### src/logic/pco_map.svh
/*
 * Register offsets, field positions, reset values and timing counts for
 * the PWM channel output configuration block.
 * Assumes a 32-bit APB with byte addresses on word boundaries.
 */
`ifndef PCO_MAP_SVH
`define PCO_MAP_SVH

`define PCO_ADDR_W          8
`define PCO_OFS_CHB_CFG     8'h00
`define PCO_OFS_CHC_CFG     8'h04
`define PCO_OFS_GAP_TIME    8'h08
`define PCO_OFS_STATUS      8'h0C

`define PCO_KEY_MSB         31
`define PCO_KEY_LSB         24
`define PCO_KEY_VALUE       8'h5A

`define PCO_CFG_W           19
`define PCO_CFG_RSV_BIT     15
`define PCO_CFG_RESET       19'h00000

`define PCO_GAP_FALL_MSB    15
`define PCO_GAP_FALL_LSB    8
`define PCO_GAP_RISE_MSB    7
`define PCO_GAP_RISE_LSB    0
`define PCO_GAP_RESET       8'h00

`define PCO_STAT_LVL_LSB    0
`define PCO_STAT_OE_LSB     4
`define PCO_STAT_FAULT_LSB  8
`define PCO_STAT_OVL_LSB    10

`define PCO_TICK_CYCLES     1

`endif

### src/logic/pco_pkg.sv
/*
 * Types of the PWM channel output configuration block.
 * Field order of the config struct follows the register bit order.
 */
`default_nettype none

package pco_pkg;

    typedef enum logic [1:0] {
        PCO_ACT_HIZ  = 2'h0,
        PCO_ACT_LOW  = 2'h1,
        PCO_ACT_HIGH = 2'h2,
        PCO_ACT_NONE = 2'h3
    } pco_act_e;

    typedef enum logic [1:0] {
        PCO_OVL_GLOBAL_LATCHED = 2'h0,
        PCO_OVL_GLOBAL         = 2'h1,
        PCO_OVL_CHAN_LATCHED   = 2'h2,
        PCO_OVL_CHAN_DIRECT    = 2'h3
    } pco_ovl_mode_e;

    // Bits 18..0 of a channel configuration register
    typedef struct packed {
        logic          fault_source_select;
        pco_ovl_mode_e overcurrent_source_mode;
        logic          reserved;
        logic          pos_invert;
        logic          neg_invert;
        logic          pos_fall_gap_en;
        logic          pos_rise_gap_en;
        logic          neg_fall_gap_en;
        logic          neg_rise_gap_en;
        logic          bit8_ovl;
        pco_act_e      pos_fault_action;
        pco_act_e      neg_fault_action;
        pco_act_e      pos_overcurrent_action;
        pco_act_e      neg_overcurrent_action;
    } pco_cfg_s;

    // Fault halt and global overcurrent inputs shared by both channels
    typedef struct packed {
        logic latched_fault_halt;
        logic direct_fault_halt;
        logic global_latched_overcurrent;
        logic global_overcurrent;
    } pco_glob_s;

    // Per-channel overcurrent inputs
    typedef struct packed {
        logic latched_overcurrent;
        logic overcurrent_pin;
    } pco_chan_in_s;

    typedef struct packed {
        logic [7:0] fall;
        logic [7:0] rise;
    } pco_gap_s;

endpackage

`default_nettype wire

### src/logic/pco_top.sv
/*
 * Output configuration of PWM channels B and C: key-protected config
 * registers, fault and overcurrent source selection, polarity, per-edge
 * dead-time gaps and forced output states, behind an APB slave.
 * Assumes all inputs are synchronous to pclk; the pad turns a low enable
 * into high impedance.
 */
// Decided for this implementation: the register addresses and the APB slave port.
//
// Functional notes
// - Config writes change contents only when the top byte holds the key.
// - Fault source select: 0 latched fault halt, 1 direct fault halt.
// - Channel B overcurrent mode: global latched, global, B latched, B pin.
// - Channel C overcurrent mode: global latched, global, C latched, C pin.
// - B positive output follows PWM B, inverted when its invert bit set.
// - B negative output is inverse of PWM B, true when invert bit set.
// - B positive output falling and rising gap enables delay its edges.
// - B negative output falling and rising gap enables delay its edges.
// - Channel C has the same invert and gap enable bits as B.
// - B input select: 0 global overcurrent, 1 dedicated B pin.
// - C bit 8 sets the C pin polarity; 0 means active high.
// - Fault action of B positive: hi-z, low, high or none.
// - Fault action of B negative uses the same coding.
// - Overcurrent action of B positive: hi-z, low, high or none.
// - Overcurrent action of B negative: hi-z, low, high or none.
// - Forced states appear at once, without period wait or gap.
// - Channel B has two outputs and two dedicated overcurrent inputs, B latched and B pin.
// - Channel C applies fault and overcurrent action fields at bits 7..0.
// - Each gap equals its eight-bit count times the gap tick period.
`timescale 1ns/1ps
`default_nettype none
`include "pco_map.svh"

module pco_top
    import pco_pkg::*;
#(
    parameter int unsigned GAP_TICK_CYCLES = `PCO_TICK_CYCLES
) (
    input  wire logic                   pclk,
    input  wire logic                   presetn,
    input  wire logic                   psel,
    input  wire logic                   penable,
    input  wire logic                   pwrite,
    input  wire logic [`PCO_ADDR_W-1:0] paddr,
    input  wire logic [31:0]            pwdata,
    output var  logic [31:0]            prdata,
    output var  logic                   pready,
    output var  logic                   pslverr,
    input  wire logic                   chb_pwm,
    input  wire logic                   chc_pwm,
    input  wire pco_glob_s              glob_in,
    input  wire pco_chan_in_s           chb_in,
    input  wire pco_chan_in_s           chc_in,
    output var  logic [3:0]             drive_level,
    output var  logic [3:0]             drive_enable
);

    localparam int unsigned TICK_W = $clog2(GAP_TICK_CYCLES + 1);
    localparam int unsigned CNT_W  = 8 + TICK_W;

    // The gap counter width is sized for this range only
    if (GAP_TICK_CYCLES < 1 || GAP_TICK_CYCLES > 65535) begin : g_bad_tick
        $error("GAP_TICK_CYCLES out of range");
    end

    // Output index: 0 B positive, 1 B negative, 2 C positive, 3 C negative
    pco_cfg_s            chb_cfg_q;
    pco_cfg_s            chc_cfg_q;
    pco_gap_s            gap_q;
    logic [31:0]         prdata_q;
    logic                pready_q;
    logic                pslverr_q;
    logic [3:0]          level_q;
    logic [3:0]          enable_q;
    logic [3:0]          shown_q;
    logic [CNT_W-1:0]    gap_cnt_q [4];
    logic [3:0]          target;
    logic [1:0]          fault_cond;
    logic [1:0]          ovl_cond;
    logic                wr_take;
    logic                key_ok;
    logic                addr_ok;
    pco_cfg_s            cfg_wr;

    function automatic logic [1:0] act_drive(input pco_act_e act, input logic normal);
        // Returns {enable, level}
        unique case (act)
            PCO_ACT_HIZ:  act_drive = 2'h0;
            PCO_ACT_LOW:  act_drive = 2'h2;
            PCO_ACT_HIGH: act_drive = 2'h3;
            PCO_ACT_NONE: act_drive = {1'b1, normal};
        endcase
    endfunction

    function automatic logic [CNT_W-1:0] gap_need(input logic [7:0] count, input logic en);
        logic [CNT_W+15:0] prod;
        prod = (CNT_W + 16)'(count) * (CNT_W + 16)'(GAP_TICK_CYCLES);
        gap_need = en ? prod[CNT_W-1:0] : '0;
    endfunction

    function automatic logic fault_pick(input pco_cfg_s cfg);
        fault_pick = cfg.fault_source_select ? glob_in.direct_fault_halt
                                             : glob_in.latched_fault_halt;
    endfunction

    assign key_ok  = (pwdata[`PCO_KEY_MSB:`PCO_KEY_LSB] == `PCO_KEY_VALUE);
    assign addr_ok = (paddr == `PCO_OFS_CHB_CFG) || (paddr == `PCO_OFS_CHC_CFG)
                  || (paddr == `PCO_OFS_GAP_TIME) || (paddr == `PCO_OFS_STATUS);
    assign wr_take = psel & penable & pready_q & pwrite & addr_ok;

    always_comb begin
        cfg_wr          = pco_cfg_s'(pwdata[`PCO_CFG_W-1:0]);
        cfg_wr.reserved = 1'b0;
    end

    // One wait-free access: answer is registered in the setup cycle
    always_ff @(posedge pclk or negedge presetn) begin
        if (!presetn) begin
            pready_q  <= 1'b0;
            pslverr_q <= 1'b0;
        end else begin
            pready_q  <= psel & ~penable & ~pready_q;
            pslverr_q <= psel & ~penable & ~pready_q & ~addr_ok;
        end
    end

    // key byte reads back as zero
    always_ff @(posedge pclk or negedge presetn) begin
        if (!presetn) begin
            prdata_q <= 32'h0000_0000;
        end else if (psel & ~penable & ~pready_q) begin
            prdata_q <= 32'h0000_0000;
            unique case (paddr)
                `PCO_OFS_CHB_CFG:  prdata_q[`PCO_CFG_W-1:0] <= chb_cfg_q;
                `PCO_OFS_CHC_CFG:  prdata_q[`PCO_CFG_W-1:0] <= chc_cfg_q;
                `PCO_OFS_GAP_TIME: prdata_q[15:0] <= gap_q;
                `PCO_OFS_STATUS: begin
                    prdata_q[`PCO_STAT_LVL_LSB +: 4]   <= level_q;
                    prdata_q[`PCO_STAT_OE_LSB +: 4]    <= enable_q;
                    prdata_q[`PCO_STAT_FAULT_LSB +: 2] <= fault_cond;
                    prdata_q[`PCO_STAT_OVL_LSB +: 2]   <= ovl_cond;
                end
                default: prdata_q <= 32'h0000_0000;
            endcase
        end
    end

    // key check on channel config writes
    // a rejected write leaves every field as it was
    always_ff @(posedge pclk or negedge presetn) begin
        if (!presetn) begin
            chb_cfg_q <= pco_cfg_s'(`PCO_CFG_RESET);
        end else if (wr_take && key_ok && paddr == `PCO_OFS_CHB_CFG) begin
            chb_cfg_q <= cfg_wr;
        end
    end

    // same key guard for channel C
    always_ff @(posedge pclk or negedge presetn) begin
        if (!presetn) begin
            chc_cfg_q <= pco_cfg_s'(`PCO_CFG_RESET);
        end else if (wr_take && key_ok && paddr == `PCO_OFS_CHC_CFG) begin
            chc_cfg_q <= cfg_wr;
        end
    end

    // Gap counts are not key protected
    always_ff @(posedge pclk or negedge presetn) begin
        if (!presetn) begin
            gap_q.fall <= `PCO_GAP_RESET;
            gap_q.rise <= `PCO_GAP_RESET;
        end else if (wr_take && paddr == `PCO_OFS_GAP_TIME) begin
            gap_q.fall <= pwdata[`PCO_GAP_FALL_MSB:`PCO_GAP_FALL_LSB];
            gap_q.rise <= pwdata[`PCO_GAP_RISE_MSB:`PCO_GAP_RISE_LSB];
        end
    end

    always_comb begin
        fault_cond[0] = fault_pick(chb_cfg_q);
        fault_cond[1] = fault_pick(chc_cfg_q);
    end

    // input select swaps global overcurrent for the B pin
    // the B pin is one of two dedicated overcurrent inputs of B, next to the B latched input
    always_comb begin
        unique case (chb_cfg_q.overcurrent_source_mode)
            PCO_OVL_GLOBAL_LATCHED: ovl_cond[0] = glob_in.global_latched_overcurrent;
            PCO_OVL_GLOBAL:         ovl_cond[0] = chb_cfg_q.bit8_ovl ? chb_in.overcurrent_pin
                                                                     : glob_in.global_overcurrent;
            PCO_OVL_CHAN_LATCHED:   ovl_cond[0] = chb_in.latched_overcurrent;
            PCO_OVL_CHAN_DIRECT:    ovl_cond[0] = chb_in.overcurrent_pin;
        endcase
    end

    // pin used with polarity in channel mode
    always_comb begin
        unique case (chc_cfg_q.overcurrent_source_mode)
            PCO_OVL_GLOBAL_LATCHED: ovl_cond[1] = glob_in.global_latched_overcurrent;
            PCO_OVL_GLOBAL:         ovl_cond[1] = glob_in.global_overcurrent;
            PCO_OVL_CHAN_LATCHED:   ovl_cond[1] = chc_in.latched_overcurrent;
            PCO_OVL_CHAN_DIRECT:    ovl_cond[1] = chc_in.overcurrent_pin
                                                  ^ chc_cfg_q.bit8_ovl;
        endcase
    end

    // negative output is the complement unless inverted
    // channel C uses the same polarity bits
    always_comb begin
        target[0] = chb_pwm ^ chb_cfg_q.pos_invert;
        target[1] = ~chb_pwm ^ chb_cfg_q.neg_invert;
        target[2] = chc_pwm ^ chc_cfg_q.pos_invert;
        target[3] = ~chc_pwm ^ chc_cfg_q.neg_invert;
    end

    // gap length is count times tick period
    // A pulse shorter than its gap is swallowed: the counter restarts.
    for (genvar i = 0; i < 4; i++) begin : g_gap
        pco_cfg_s         cfg;
        logic             rise_en;
        logic             fall_en;
        logic [CNT_W-1:0] need;

        assign cfg     = (i < 2) ? chb_cfg_q : chc_cfg_q;
        assign rise_en = (i % 2 == 0) ? cfg.pos_rise_gap_en : cfg.neg_rise_gap_en;
        assign fall_en = (i % 2 == 0) ? cfg.pos_fall_gap_en : cfg.neg_fall_gap_en;
        assign need    = target[i] ? gap_need(gap_q.rise, rise_en)
                                   : gap_need(gap_q.fall, fall_en);

        always_ff @(posedge pclk or negedge presetn) begin
            if (!presetn) begin
                shown_q[i]   <= 1'b0;
                gap_cnt_q[i] <= '0;
            end else if (target[i] == shown_q[i]) begin
                gap_cnt_q[i] <= '0;
            end else if (gap_cnt_q[i] >= need) begin
                shown_q[i]   <= target[i];
                gap_cnt_q[i] <= '0;
            end else begin
                gap_cnt_q[i] <= gap_cnt_q[i] + CNT_W'(1);
            end
        end
    end

    // fault outranks overcurrent unless its field is none
    // forced state bypasses the gap counters
    always_ff @(posedge pclk or negedge presetn) begin
        if (!presetn) begin
            level_q  <= 4'h0;
            enable_q <= 4'h0;
        end else begin
            for (int i = 0; i < 4; i++) begin
                pco_cfg_s cfg;
                pco_act_e fa;
                pco_act_e oa;
                logic     ch;
                logic [1:0] drv;
                ch  = (i >= 2);
                cfg = ch ? chc_cfg_q : chb_cfg_q;
                fa  = (i % 2 == 0) ? cfg.pos_fault_action : cfg.neg_fault_action;
                oa  = (i % 2 == 0) ? cfg.pos_overcurrent_action
                                   : cfg.neg_overcurrent_action;
                if (fault_cond[ch] && fa != PCO_ACT_NONE) begin
                    drv = act_drive(fa, shown_q[i]);
                end else if (ovl_cond[ch]) begin
                    drv = act_drive(oa, shown_q[i]);
                end else begin
                    drv = {1'b1, shown_q[i]};
                end
                enable_q[i] <= drv[1];
                level_q[i]  <= drv[0];
            end
        end
    end

    assign prdata       = prdata_q;
    assign pready       = pready_q;
    assign pslverr      = pslverr_q;
    assign drive_level  = level_q;
    assign drive_enable = enable_q;

endmodule

`default_nettype wire

### config.mk
export PLATFORM = sky130hd
export DESIGN_NAME = pco_top
export DESIGN_NICKNAME = d
export VERILOG_FILES = /design/src/logic/pco_pkg.sv /design/src/logic/pco_top.sv
export VERILOG_INCLUDE_DIRS = /design/src /design/src/logic
export SDC_FILE = /design/constraint.sdc
export NUM_CORES = 1
export LEC_CHECK = 0
export ABC_AREA = 1
export BUFFER_PORTS_ARGS = -buffer_cell sky130_fd_sc_hd__buf_4
export CAP_MARGIN = 40
export CELL_PAD_IN_SITES_DETAIL_PLACEMENT = 0
export CELL_PAD_IN_SITES_GLOBAL_PLACEMENT = 1
export CORE_ASPECT_RATIO = 0.75
export CORE_MARGIN = 3
export CORE_UTILIZATION = 40
export DETAILED_ROUTE_END_ITERATION = 8
export PLACE_DENSITY = 0.72
export SYNTH_ARGS = -nofsm -noshare
export SYNTH_HDL_FRONTEND = slang
export SYNTH_SLANG_ARGS = --single-unit
### constraint.sdc
create_clock -name pclk -period 3.33 [get_ports pclk]
set_clock_uncertainty 0.05 [all_clocks]
set_input_delay 0.1665 -clock pclk [delete_from_list [all_inputs] [get_ports pclk]]
set_output_delay 0.1665 -clock pclk [all_outputs]
set_load 0.05 [all_outputs]
After elaboration in Yosys (flattened, before gate mapping) --
Cells that the tools add are included. W data, S select, Z words.
Cells by class: eq/ne operators 42, $add $sub $neg 4, magnitude comparators 4, divide/modulo/power cells 0, multiplexer cells 44, shift operators 0, bitwise operators 21, multiply operators 0, reduce and logical (&&, ||, !) cells 26
Operators by type and width (count):
- $mux W8 | 12
- $mux W9 | 8
- $pmux W2 S4 | 8
- $pmux W12 S4 | 1
- $eq A2 B2 Y1 const B | 20
- $add A9 B1 Y9 const B | 4
- $ge A9 B8 Y1 | 4
- $eq A2 B1 Y1 const B | 10
- $logic_not A2 Y1 | 10
- $eq A8 B4 Y1 const B | 2
- $mux W2 | 8
- $pmux W4 S3 | 1
- $not A1 Y1 | 9
- $eq A8 B3 Y1 const B | 1
- $eq A8 B7 Y1 const B | 1
- $logic_and A1 B1 Y1 | 8
- $logic_not A8 Y1 | 1
- $ne A2 B2 Y1 const B | 4
- $pmux W1 S4 | 2
- $reduce_and A2 Y1 | 4
- $and A1 B1 Y1 | 7
- $pmux W3 S2 | 1
- $xor A1 B1 Y1 | 5
- $eq A1 B1 Y1 | 4
- 2 further kinds | 6
Storage, ports and cells: bits in read-only memories 0, bits in writable memories 0, register bits 121, latch bits 0, logic and storage cells 182, output and inout bits 42, memories kept 0, input port bits 55

Longest topological paths before layout --
Gate-level depths: netlist (run 1).
depth after elaboration 7, gate-level depth with buffers 14, mapped depth without buffers 14

Worst setup path before layout (run 1) --
No wires, ideal clock.
path type flip-flop to flip-flop, start point reg chb_cfg_q[14] (netlist name), end point reg shown_q[0], path slack 0.980 ns, cell stages (with the launch flop) 11, library setup time 0.134 ns, required time 3.146 ns, arrival 2.166 ns, path through dfrtp_1 -> xor2_2 -> clkbuf_1 -> a31oi_1 -> ha_1 -> nand2_1 -> nor2_1 -> nand3b_1 -> nand4_1 -> clkbuf_1 -> o21ai_0
Between the ends: longest elaborated chain between the ends 4, elaborated cells on any way between the ends 6
RTL lines:
- start, declared | RTL line pco_top.sv:67 | pco_cfg_s chb_cfg_q;
- start signal, assigned | RTL line pco_top.sv:152 | chb_cfg_q <= pco_cfg_s'(`PCO_CFG_RESET);
- start signal, assigned | RTL line pco_top.sv:154 | chb_cfg_q <= cfg_wr;
- $xor A1 B1 Y1 * | RTL line pco_top.sv:209 | target[0] = chb_pwm ^ chb_cfg_q.pos_invert;
- $mux W8 or $eq A1 B1 Y1 (tied branches) | RTL line pco_top.sv:226, pco_top.sv:233
- $ge A9 B8 Y1 or $not A1 Y1 (tied branches)
- $reduce_and A2 Y1 (no source line)
- end signal, assigned by index | RTL line pco_top.sv:236 | shown_q[i] <= target[i];
- end, declared | RTL line pco_top.sv:75 | logic [3:0] shown_q;
Mark *: on every way between the ends. The rest lies on a longest branch, timed or not. A chain may end at the register's enable or synchronous reset.

Final worst setup path (run 1) --
start point reg chc_cfg_q[14] (netlist name), end point reg shown_q[2]
Between the ends: longest elaborated chain between the ends 4, elaborated cells on any way between the ends 6
RTL lines:
- start, declared | RTL line pco_top.sv:68 | pco_cfg_s chc_cfg_q;
- start signal, assigned | RTL line pco_top.sv:161 | chc_cfg_q <= pco_cfg_s'(`PCO_CFG_RESET);
- start signal, assigned | RTL line pco_top.sv:163 | chc_cfg_q <= cfg_wr;
- $xor A1 B1 Y1 * | RTL line pco_top.sv:211 | target[2] = chc_pwm ^ chc_cfg_q.pos_invert;
- $mux W8 or $eq A1 B1 Y1 (tied branches) | RTL line pco_top.sv:226, pco_top.sv:233
- $ge A9 B8 Y1 or $not A1 Y1 (tied branches)
- $reduce_and A2 Y1 (no source line)
Marked as above.

==> impl_metrics.json, run 1 <==
{
  "dpl.hpwl_um": 15500,
  "rr_endpoint": "shown_q[2]$_DFFE_PN0P_",
  "endpoint_kind": "register",
  "fin_setup_tns_ns": 0,
  "synth.area.top_cells": "dfrtp_1 (42%), nand2_1 (14%), ha_1 (6.2%)",
  "hold_depth": 3,
  "numCtsBuffers": 17,
  "clockBufferDepth": 2,
  "yosys_warnings": 0,
  "core_um2": 17800,
  "synth_edf_count": 0,
  "wl_per_cell_um": 17.4,
  "p_comb_frac": 0.075,
  "pwr-share-seq": 0.401,
  "synth_ff_type": "dfrtp_1",
  "p_int_uw": 2770,
  "synth_cells": 919,
  "r2r_setup_slack_ns": 0.57,
  "yosysMostFrequentCell": "nand2_1",
  "path_max_fanout": 11,
  "dr.pass1.iters": 5,
  "min-delay-start": "penable",
  "grt.total_usage": 0.229,
  "min_period_over_period": 0.830,
  "critPathRequiredTime_ns": 3.61,
  "outcome": "complete, no violations",
  "clk_latency_ns": 0.42,
  "via_per_inst": 5.22,
  "grt_max_degree": 62,
  "fp-row-count": 42,
  "die_w_um": 162,
  "path_buf_inv": 3,
  "swShare": 0.253,
  "vias": 6629,
  "die_y_um": 123,
  "diodes": 0,
  "hp-class": "primary input to register",
  "cts_setup_buffers": 0,
  "maxCapViolations": 0,
  "grt_pass1_wl_um": 34800,
  "ctsResizeCount": 0,
  "slew_headroom": 0.345,
  "numPortBuffers": 78,
  "worstPathCellList": "inv_1 -> nand2_1 -> nand2_1 -> inv_1 -> nand2_1 -> inv_1 -> a32oi_1 -> ha_1 -> a21oi_1 -> o21ai_0 -> nand2_1 -> nand4_1 -> o21ai_0",
  "htree_levels": 4,
  "p_clk_frac": 0.524,
  "die_area_um2": 19900,
  "peakVddDrop_mv": 0.276,
  "gp_congestion": 0.830,
  "fin_cells": 1271,
  "crit_top_cell": "nand2_1",
  "ctsHoldBuffers": 20,
  "nFillCells": 1787,
  "r2r_cells": 13,
  "setup_violations": 0,
  "drive_above_1_share": 0.146,
  "p_leak_uw": 0.00448,
  "powerDensity_nw_per_um2": 419,
  "fmax_ghz": 0.362,
  "synth_cell_types": 41,
  "p_switching_uw": 940,
  "rsz0062_at_grt": "false",
  "cp_slowest_stage_delay_ns": 0.40,
  "period_needed_ns": 2.76,
  "path_class": "register to register",
  "worstPathArrival_ns": 3.04,
  "placedCellCount": 1219,
  "antenna_found_initial": 0,
  "worst_slew_pin_slew_ns": 0.972,
  "grt_overflow_total": 0,
  "syn2layout_area_growth_pct": 21.8,
  "drcViolationCount": 0,
  "worst-path-stages": 13,
  "slowest_stage": "dfrtp_1",
  "synth_top_area_cell": "dfrtp_1",
  "async_flop_share": 1.00,
  "path_clk_slew_ns": 0.06,
  "cp_top_family": "simple AND/OR/NAND/NOR gates",
  "r2r-start": "chc_cfg_q[14]$_DFFE_PN0P_",
  "grt_pass1_vias": 6197,
  "synth_area_um2": 7280,
  "drtIter0Drc": 561,
  "ios": 97,
  "hold_violations": 0,
  "synthTopCellsByCount": "nand2_1 (273), dfrtp_1 (121), inv_1 (89)",
  "whs_endpoint": "pready$_DFF_PN0_",
  "cts_root_buf": "clkbuf_16",
  "synth_seq_cells": 121,
  "fin_nets": 1107,
  "antenna_left": 0,
  "wirelength_um": 22100,
  "start_kind": "register",
  "cts_tree": "yes",
  "netlist.area_leader.share": 0.416,
  "numClockSinks": 121,
  "maxSlewViolCount": 0,
  "initial_utilization": 0.410,
  "synth_area_per_cell_um2": 7.92,
  "seq_area_frac_synth": 0.416
}
metrics by stage:
step / utilization / hold WS [ns] / total power [uW] / setup slack, ns / instance area, um^2
final: 0.499 / 0.0701 / 3710 / 0.566 / 8870
after global routing: 0.499 / 0.0631 / 3830 / 0.213 / 8870
after CTS: 0.499 / 0.0568 / 3730 / 0.596 / 8870
after detailed placement: 0.454 / 0.148 / 1780 / 0.615 / 8060
after global placement: 0.453 / 0.139 / 1780 / 0.637 / 8040
after floorplan: - / -0.179 / 1650 / 0.980 / 7320
kinds of logic (layout without fill, tap and decap cells):
kind of cell	count (synthesis)	after routing	synth area share
flip-flops	121	121	0.416
other	1	13	0.000515
adder cells (fa/ha/maj)	36	36	0.0619
AO/OA/AOI/OAI	112	112	0.0914
buffers and inverters	136	234	0.0830
XOR/XNOR	32	32	0.0416
AND/OR/NAND/NOR	481	481	0.306
power by group through the flow:
| stage | clock network [uW] | logic (uW) | registers, uW |
|---|---|---|---|
| detailed placement | 0 | 262 | 1520 |
| global placement | 0 | 260 | 1520 |
| CTS | 1960 | 281 | 1490 |
| global route | 2040 | 303 | 1490 |
| finish | 1950 | 278 | 1490 |
| floorplan | 0 | 107 | 1550 |
how the worst max path moves through the flow:
stage	to	start	slack [ns]
finish	shown_q[2]$_DFFE_PN0P_	chc_cfg_q[14]$_DFFE_PN0P_	0.57
global route	shown_q[2]$_DFFE_PN0P_	chc_cfg_q[14]$_DFFE_PN0P_	0.21
CTS	shown_q[2]$_DFFE_PN0P_	chc_cfg_q[14]$_DFFE_PN0P_	0.60
detailed placement	gap_cnt_q[6]$_DFF_PN0_	chc_cfg_q[13]$_DFFE_PN0P_	0.61
global placement	shown_q[2]$_DFFE_PN0P_	chc_cfg_q[14]$_DFFE_PN0P_	0.64
floorplan	shown_q[0]$_DFFE_PN0P_	chb_cfg_q[14]$_DFFE_PN0P_	0.98
worst register-to-register path, cell delays in order, from the launching register on:
cell	delay, ns
dfrtp_1	0.40
inv_1	0.08
nand2_1	0.05
nand2_1	0.19
inv_1	0.15
nand2_1	0.14
inv_1	0.10
a32oi_1	0.20
ha_1	0.30
a21oi_1	0.12
o21ai_0	0.10
nand2_1	0.07
nand4_1	0.40
o21ai_0	0.33
state kept, by name, indices dropped and copies added (netlist names), 14 cells and up:
name,flops
chb_cfg_q,14
prdata,19
gap_q,16
gap_cnt_q,36
chc_cfg_q,14
cell usage in the layout, fill, tap and decap left out, drive strengths merged:
cell and count:
nand2 282, dfrtp 121, inv 96, buf 87, nand4 59, nor2 54
o21ai 47, nor3 42, ha 36, nand3 30, xor2 25, a21oi 23
dlygate4sd3 20, clkbuf 18, nand3b 13, conb 13, a22oi 9, clkinv 8
xnor2 7, o22ai 7, a31oi 6, a32oi 5, o32ai 5, o21a 4
o31ai 4, bufinv 3, clkinvlp 2, a2bb2oi 1, a32o 1, or2 1
final cells by class:
class | count | area, um^2 | area share
clock buffers | 18 | 439 | 0.0495
clock inverters | 14 | 173 | 0.0195
inverters | 95 | 357 | 0.0402
multi-input cells | 674 | 3690 | 0.417
flip-flops and latches | 121 | 3030 | 0.341
well taps | 242 | 303 | 0.0341
repair buffers | 107 | 873 | 0.0985
routing by layer:
metal | routed length (um) | track usage | up-vias | share of wire
li1 | - | - | 3247 | -
met1 | 11200 | 0.353 | 3155 | 0.51
met2 | 9150 | 0.323 | 213 | 0.41
met3 | 1590 | 0.0577 | 14 | 0.072
met4 | 157 | 0.0442 | 0 | 0.0071
met5 | 0 | 0 | - | 0
Note: power is estimated with default switching activity, not from simulation.
==> inputs of run 2 (changes only) <==
ABC_AREA = 0   (was 1)
clock period = 2.3 ns   (was 3.33 ns; I/O delays follow)
==> run 2 against run 1 <==
The flow now finishes with violations (setup timing). Wire length shrank 9.7%. Synthesized cell count shrank 32%. Critical path type unchanged. Utilization grew 6.3 points.
==> impl_metrics.json, run 2 <==
{
  "outcome": "finished with violations",
  "violations": "setup timing",
  "grt_pass1_vias": 5609,
  "htree_levels": 4,
  "maxSlewViolCount": 0,
  "layout_common_cells": "buf_4 (121), dfrtp_1 (117), mux2_2 (62), nor2_1 (51), nand2_1 (40)",
  "path_clk_slew_ns": 0.06,
  "final.setup.worst_slack_ns": -0.0881,
  "wl_per_cell_um": 19.9,
  "worstPathArrival_ns": 2.64,
  "path_max_fanout": 7,
  "start_kind": "register",
  "numCtsBuffers": 17,
  "fin_cells": 1001,
  "critPathRequiredTime_ns": 2.56,
  "multi_input_area_um2": 3910,
  "place_area_um2": 7740,
  "top_register": "gap_cnt_q",
  "synth_area_um2": 6680,
  "die_area_um2": 18300,
  "crit_start": "chb_cfg_q[14]$_DFFE_PN0P_",
  "numPortBuffers": 78,
  "grt.total_usage": 0.219,
  "gp_congestion": 0.886,
  "syn2layout_area_growth_pct": 36.0,
  "synthTopCellsByCount": "dfrtp_1 (121), mux2_2 (63), nor2_1 (55)",
  "fin_nets": 869,
  "fin_area_um2": 9080,
  "synth_ff_type": "dfrtp_1",
  "drcViolationCount": 0,
  "placedCellCount": 923,
  "rsz0062_at_grt": "true",
  "synth_seq_cells": 121,
  "hp-class": "primary input to asynchronous set/reset pin",
  "initial_utilization": 0.413,
  "powerDensity_nw_per_um2": 585,
  "place_ws_ns": -0.204,
  "vias": 5635,
  "path_class": "register to register",
  "wirelength_um": 20000,
  "synth_top_area_cell": "dfrtp_1",
  "period_needed_ns": 2.39,
  "drtIter0Drc": 635,
  "grt_pass1_wl_um": 31300,
  "synth_cell_types": 51,
  "ios": 97,
  "fp-row-count": 40,
  "cts_tree": "yes",
  "fin_setup_tns_ns": -0.852,
  "drive_above_1_share": 0.362,
  "largest_register_ffs": 36,
  "synth_edf_count": 0,
  "p_leak_uw": 0.00432,
  "antenna_found_initial": 0,
  "nFillCells": 1381,
  "async_flop_share": 1.00,
  "synth_area_per_cell_um2": 10.7,
  "via_per_inst": 5.63,
  "seq_area_um2": 3030,
  "die_w_um": 155,
  "r2r-start": "chb_cfg_q[14]$_DFFE_PN0P_",
  "diodes": 0,
  "antenna_left": 0,
  "grt_overflow_total": 0,
  "grt_max_degree": 52,
  "fin_util": 0.562,
  "min_period_over_period": 1.04,
  "endpoint_kind": "register",
  "fmax_ghz": 0.419,
  "slowest_stage": "dfrtp_2",
  "clk_latency_ns": 0.43,
  "dpl.hpwl_um": 13900,
  "seq_area_frac_synth": 0.453,
  "yosysMostFrequentCell": "dfrtp_1",
  "die_y_um": 118,
  "cts_root_buf": "clkbuf_16",
  "maxCapViolations": 0,
  "synth.area.top_cells": "dfrtp_1 (45%), mux2_2 (11%), ha_1 (6.7%)",
  "peakVddDrop_mv": 0.459,
  "worst_slew_pin_slew_ns": 0.592,
  "netlist.area_leader.share": 0.453,
  "synth_cells": 622,
  "clockBufferDepth": 2,
  "cp_slowest_stage_delay_ns": 0.46,
  "worstPathCellList": "xor2_2 -> a31oi_1 -> ha_1 -> nand3_1 -> or2_2 -> o211ai_1 -> mux2_2",
  "yosys_warnings": 0,
  "dr.pass1.iters": 6,
  "numClockSinks": 121,
  "final_common_cell": "buf_4",
  "setup_violations": 23,
  "slew_headroom": 0.594,
  "hold_violations": 0,
  "core_um2": 16200
}
## run 2: cell types whose count changed after synthesis, sizes merged, moves of 10 or more
cell    change
a31oi      +26
and3       +32
inv        -82
mux2       +63
mux2i      +10
nand2     -242
nand3b     -13
nand4      -50
nor3       -35
o21ai      -31
## run 2: power by group
| group | total, uW | switching, uW | internal, uW |
|---|---|---|---|
| clock network | 2720 | 1170 | 1550 |
| logic | 436 | 263 | 173 |
| registers | 2160 | 14.7 | 2140 |
## run 2: critical path: cells and delay by family (launching register included)
kind | cells | cell delay, ns
flops | 1 | 0.46
xor+xnor | 1 | 0.32
simple gates | 2 | 0.45
compound gates | 2 | 0.29
fa+ha+maj | 1 | 0.34
mux | 1 | 0.35
## run 2: path summary, 6_finish.rpt
path	end	slack, ns	cells after the start
worst min-delay path	pslverr$_DFF_PN0_	0.11	2
max in group asynchronous	gap_cnt_q[11]$_DFF_PN0_	1.41	3
worst min register to register	prdata[5]$_DFFE_PN0P_	0.43	2
worst max register to register	shown_q[0]$_DFFE_PN0P_	-0.09	7
worst max-delay path	shown_q[0]$_DFFE_PN0P_	-0.09	7
min in group pclk	prdata[15]$_DFFE_PN0P_	0.14	5
## run 2: per-stage QoR
| stage | hold WS, ns | power (uW) |
|---|---|---|
| 5_1_grt | 0.138 | 5490 |
| 4_1_cts | 0.112 | 5340 |
| 3_3_place_gp | 0.0113 | 2570 |
| 3_5_place_dp | 0.0178 | 2580 |
| 2_1_floorplan | -0.231 | 2390 |
| 6_report | 0.108 | 5310 |
## run 2: timing repair
action | 4_1_cts | 5_1_grt
hold buffers | 24 | 0
setup endpoints to repair | 40 | 40
endpoints found under the hold margin | 150 | 0
buffers inserted | 12 | 7
gates resized for setup | 37 | 19
pin swaps | 40 | 19
gates cloned | 2 | 1
## run 2: layout make-up
cell class	count	share of cell area
Clock buffer	17	0.0468
Clock inverter	15	0.0190
Inverter	13	0.00537
Multi-Input combinational cell	474	0.430
Sequential cell	121	0.334
Tap cell	210	0.0289
Timing Repair Buffer	151	0.136
## run 2: kinds of logic (layout without fill, tap and decap cells)
logic type	after synthesis	in the layout	share of synthesized area
AO/OA/AOI/OAI	110	112	0.112
XOR/XNOR	37	37	0.0485
adder cells (fa/ha/maj)	36	36	0.0674
buffers and inverters	41	196	0.0331
flip-flops	121	121	0.453
multiplexers	74	74	0.125
other	1	13	0.000561
AND/OR/NAND/NOR	202	202	0.161
## run 2: layer usage
layer  up-vias  routed length, um  track usage
met1      2828               9420        0.324
met4         0                348       0.0672
met2       170               9010        0.318
li1       2608                  -            -
met5         -                  0            0
met3        29               1180       0.0485
==> inputs of run 3 (changes only) <==
CELL_PAD_IN_SITES_DETAIL_PLACEMENT = 1   (was 0)
CELL_PAD_IN_SITES_GLOBAL_PLACEMENT = 2   (was 1)
CORE_MARGIN = default   (was 3)
CORE_UTILIZATION = 34   (was 40)
GPL_ROUTABILITY_DRIVEN = 0   (was default)
PLACE_DENSITY = 0.74   (was 0.72)
==> run 3 against run 2 <==
The flow finishes with violations (DRC, setup timing). Non-clock buffer count is 10 higher. Setup slack worse by 0.056 ns. Highest routed layer unchanged. Via count increased by 1.3%. Hold slack gained 0.027 ns. Global-route usage grew 1.1 points. First-iteration DRC count decreased by 34%. Final cell count increased by 5.1%. Clock power is 4% lower. Largest power group unchanged.
==> impl_metrics.json, run 3 (same netlist as run 2, synthesis figures left out) <==
{
  "layout_common_cells": "buf_4 (119), dfrtp_1 (117), mux2_2 (62), nand2_1 (38), nor2_1 (34)",
  "crit_start": "chc_cfg_q[13]$_DFFE_PN0P_",
  "grt_max_degree": 58,
  "critPathRequiredTime_ns": 2.57,
  "cts_root_buf": "clkbuf_16",
  "core_um2": 19300,
  "wirelength_um": 22700,
  "p_int_uw": 3870,
  "fin_setup_tns_ns": -2.47,
  "fmax_ghz": 0.409,
  "final.setup.worst_slack_ns": -0.144,
  "dr.pass1.iters": 8,
  "clockBufferDepth": 2,
  "ios": 97,
  "grt_overflow_total": 0,
  "vias": 5710,
  "maxSlewViolCount": 0,
  "grt.total_usage": 0.229,
  "hold_violations": 0,
  "p_switching_uw": 1350,
  "period_needed_ns": 2.44,
  "slew_headroom": 0.480,
  "pwr-share-seq": 0.414,
  "dpl.hpwl_um": 15900,
  "r2r_setup_slack_ns": -0.14,
  "r2r_cells": 7,
  "drive_above_1_share": 0.409,
  "worstPathArrival_ns": 2.71,
  "htree_levels": 4,
  "outcome": "finished with violations",
  "p_leak_uw": 0.00440,
  "hp-class": "primary input to asynchronous set/reset pin",
  "clk_latency_ns": 0.44,
  "r2r-start": "chc_cfg_q[13]$_DFFE_PN0P_",
  "grt_pass1_vias": 6029,
  "largest_register_ffs": 36,
  "die_area_um2": 20200,
  "peakVddDrop_mv": 0.394,
  "drtIter0Drc": 419,
  "start_kind": "register",
  "endpoint_kind": "register",
  "final_common_cell": "buf_4",
  "die_w_um": 164,
  "wl_per_cell_um": 21.6,
  "numClockSinks": 121,
  "place_area_um2": 7860,
  "swShare": 0.258,
  "fin_area_um2": 9470,
  "drcViolationCount": 1,
  "path_max_fanout": 8,
  "p_comb_frac": 0.088,
  "diodes": 0,
  "die_y_um": 123,
  "violations": "DRC, setup timing",
  "setup_violations": 40,
  "p_clk_frac": 0.498,
  "fp-row-count": 44,
  "cts_tree": "yes",
  "fin_nets": 877,
  "worst_slew_pin_slew_ns": 0.779,
  "grt_pass1_wl_um": 34000,
  "antenna_left": 0,
  "powerDensity_nw_per_um2": 551,
  "initial_utilization": 0.346,
  "path_clk_slew_ns": 0.06,
  "top_register": "gap_cnt_q",
  "rsz0062_at_grt": "true",
  "path_class": "register to register",
  "syn2layout_area_growth_pct": 41.8,
  "numPortBuffers": 78,
  "antenna_found_initial": 0,
  "via_per_inst": 5.43,
  "numCtsBuffers": 17,
  "maxCapViolations": 0,
  "min_period_over_period": 1.06,
  "rr_endpoint": "shown_q[3]$_DFFE_PN0P_"
}
==> run 3: worst max-delay path by stage <==
stage                                    to  cells after the start  slack [ns]
global route         shown_q[0]$_DFFE_PN0P_                      9       -0.18
detailed placement  gap_cnt_q[21]$_DFF_PN0_                      8       -0.24
CTS                  shown_q[3]$_DFFE_PN0P_                      8       -0.10
finish               shown_q[3]$_DFFE_PN0P_                      7       -0.14
global placement     shown_q[3]$_DFFE_PN0P_                      8       -0.09
floorplan            shown_q[0]$_DFFE_PN0P_                      8        0.02
==> run 3: routing by layer <==
metal	wire length (um)	up-vias	global-route usage
li1	-	2612	-
met1	10700	2957	0.318
met2	10900	115	0.362
met3	854	26	0.0453
met4	297	0	0.0694
met5	0	-	0
==> run 3: worst max-delay path: stages, from the launching register on <==
cell	delay (ns)
dfrtp_2	0.48
xor2_4	0.32
a31oi_1	0.19
ha_1	0.38
nand3_2	0.10
or2_4	0.24
o211ai_1	0.21
mux2_2	0.36
==> run 3: final cells by class <==
class	count	area (um^2)
Timing Repair Buffer	161	1360
Fill cell	2043	9850
Inverter	13	48.8
Tap cell	253	317
Clock inverter	13	119
Sequential cell	121	3030
Clock buffer	19	453
Multi-Input combinational cell	472	4140
==> run 3: what timing repair did <==
item | 4_1_cts | 5_1_grt
endpoints found under the setup margin | 40 | 55
pin swaps | 41 | 47
endpoints found under the hold margin | 85 | 0
buffers inserted | 11 | 10
gates cloned | 1 | 1
resized for setup | 48 | 74
hold buffers | 24 | 0
==> run 3: power by group through the flow <==
stage / Clock, uW / Combinational, uW / Sequential (uW)
after floorplan: 0 / 162 / 2230
after global placement: 0 / 379 / 2200
after detailed placement: 0 / 389 / 2200
after CTS: 2650 / 435 / 2160
after global routing: 2750 / 489 / 2160
final: 2600 / 458 / 2160
==> run 3: per-stage QoR <==
step / hold WS [ns] / total power, uW / setup WS [ns] / utilization / instances
global route: 0.162 / 5400 / -0.183 / 0.490 / 1052
CTS: 0.129 / 5240 / -0.100 / 0.467 / 1042
detailed placement: 0.0526 / 2590 / -0.239 / 0.407 / 974
global placement: 0.0441 / 2580 / -0.0863 / 0.407 / 974
floorplan: -0.231 / 2390 / 0.0233 / - / 634
finish: 0.135 / 5220 / -0.144 / 0.490 / 1052
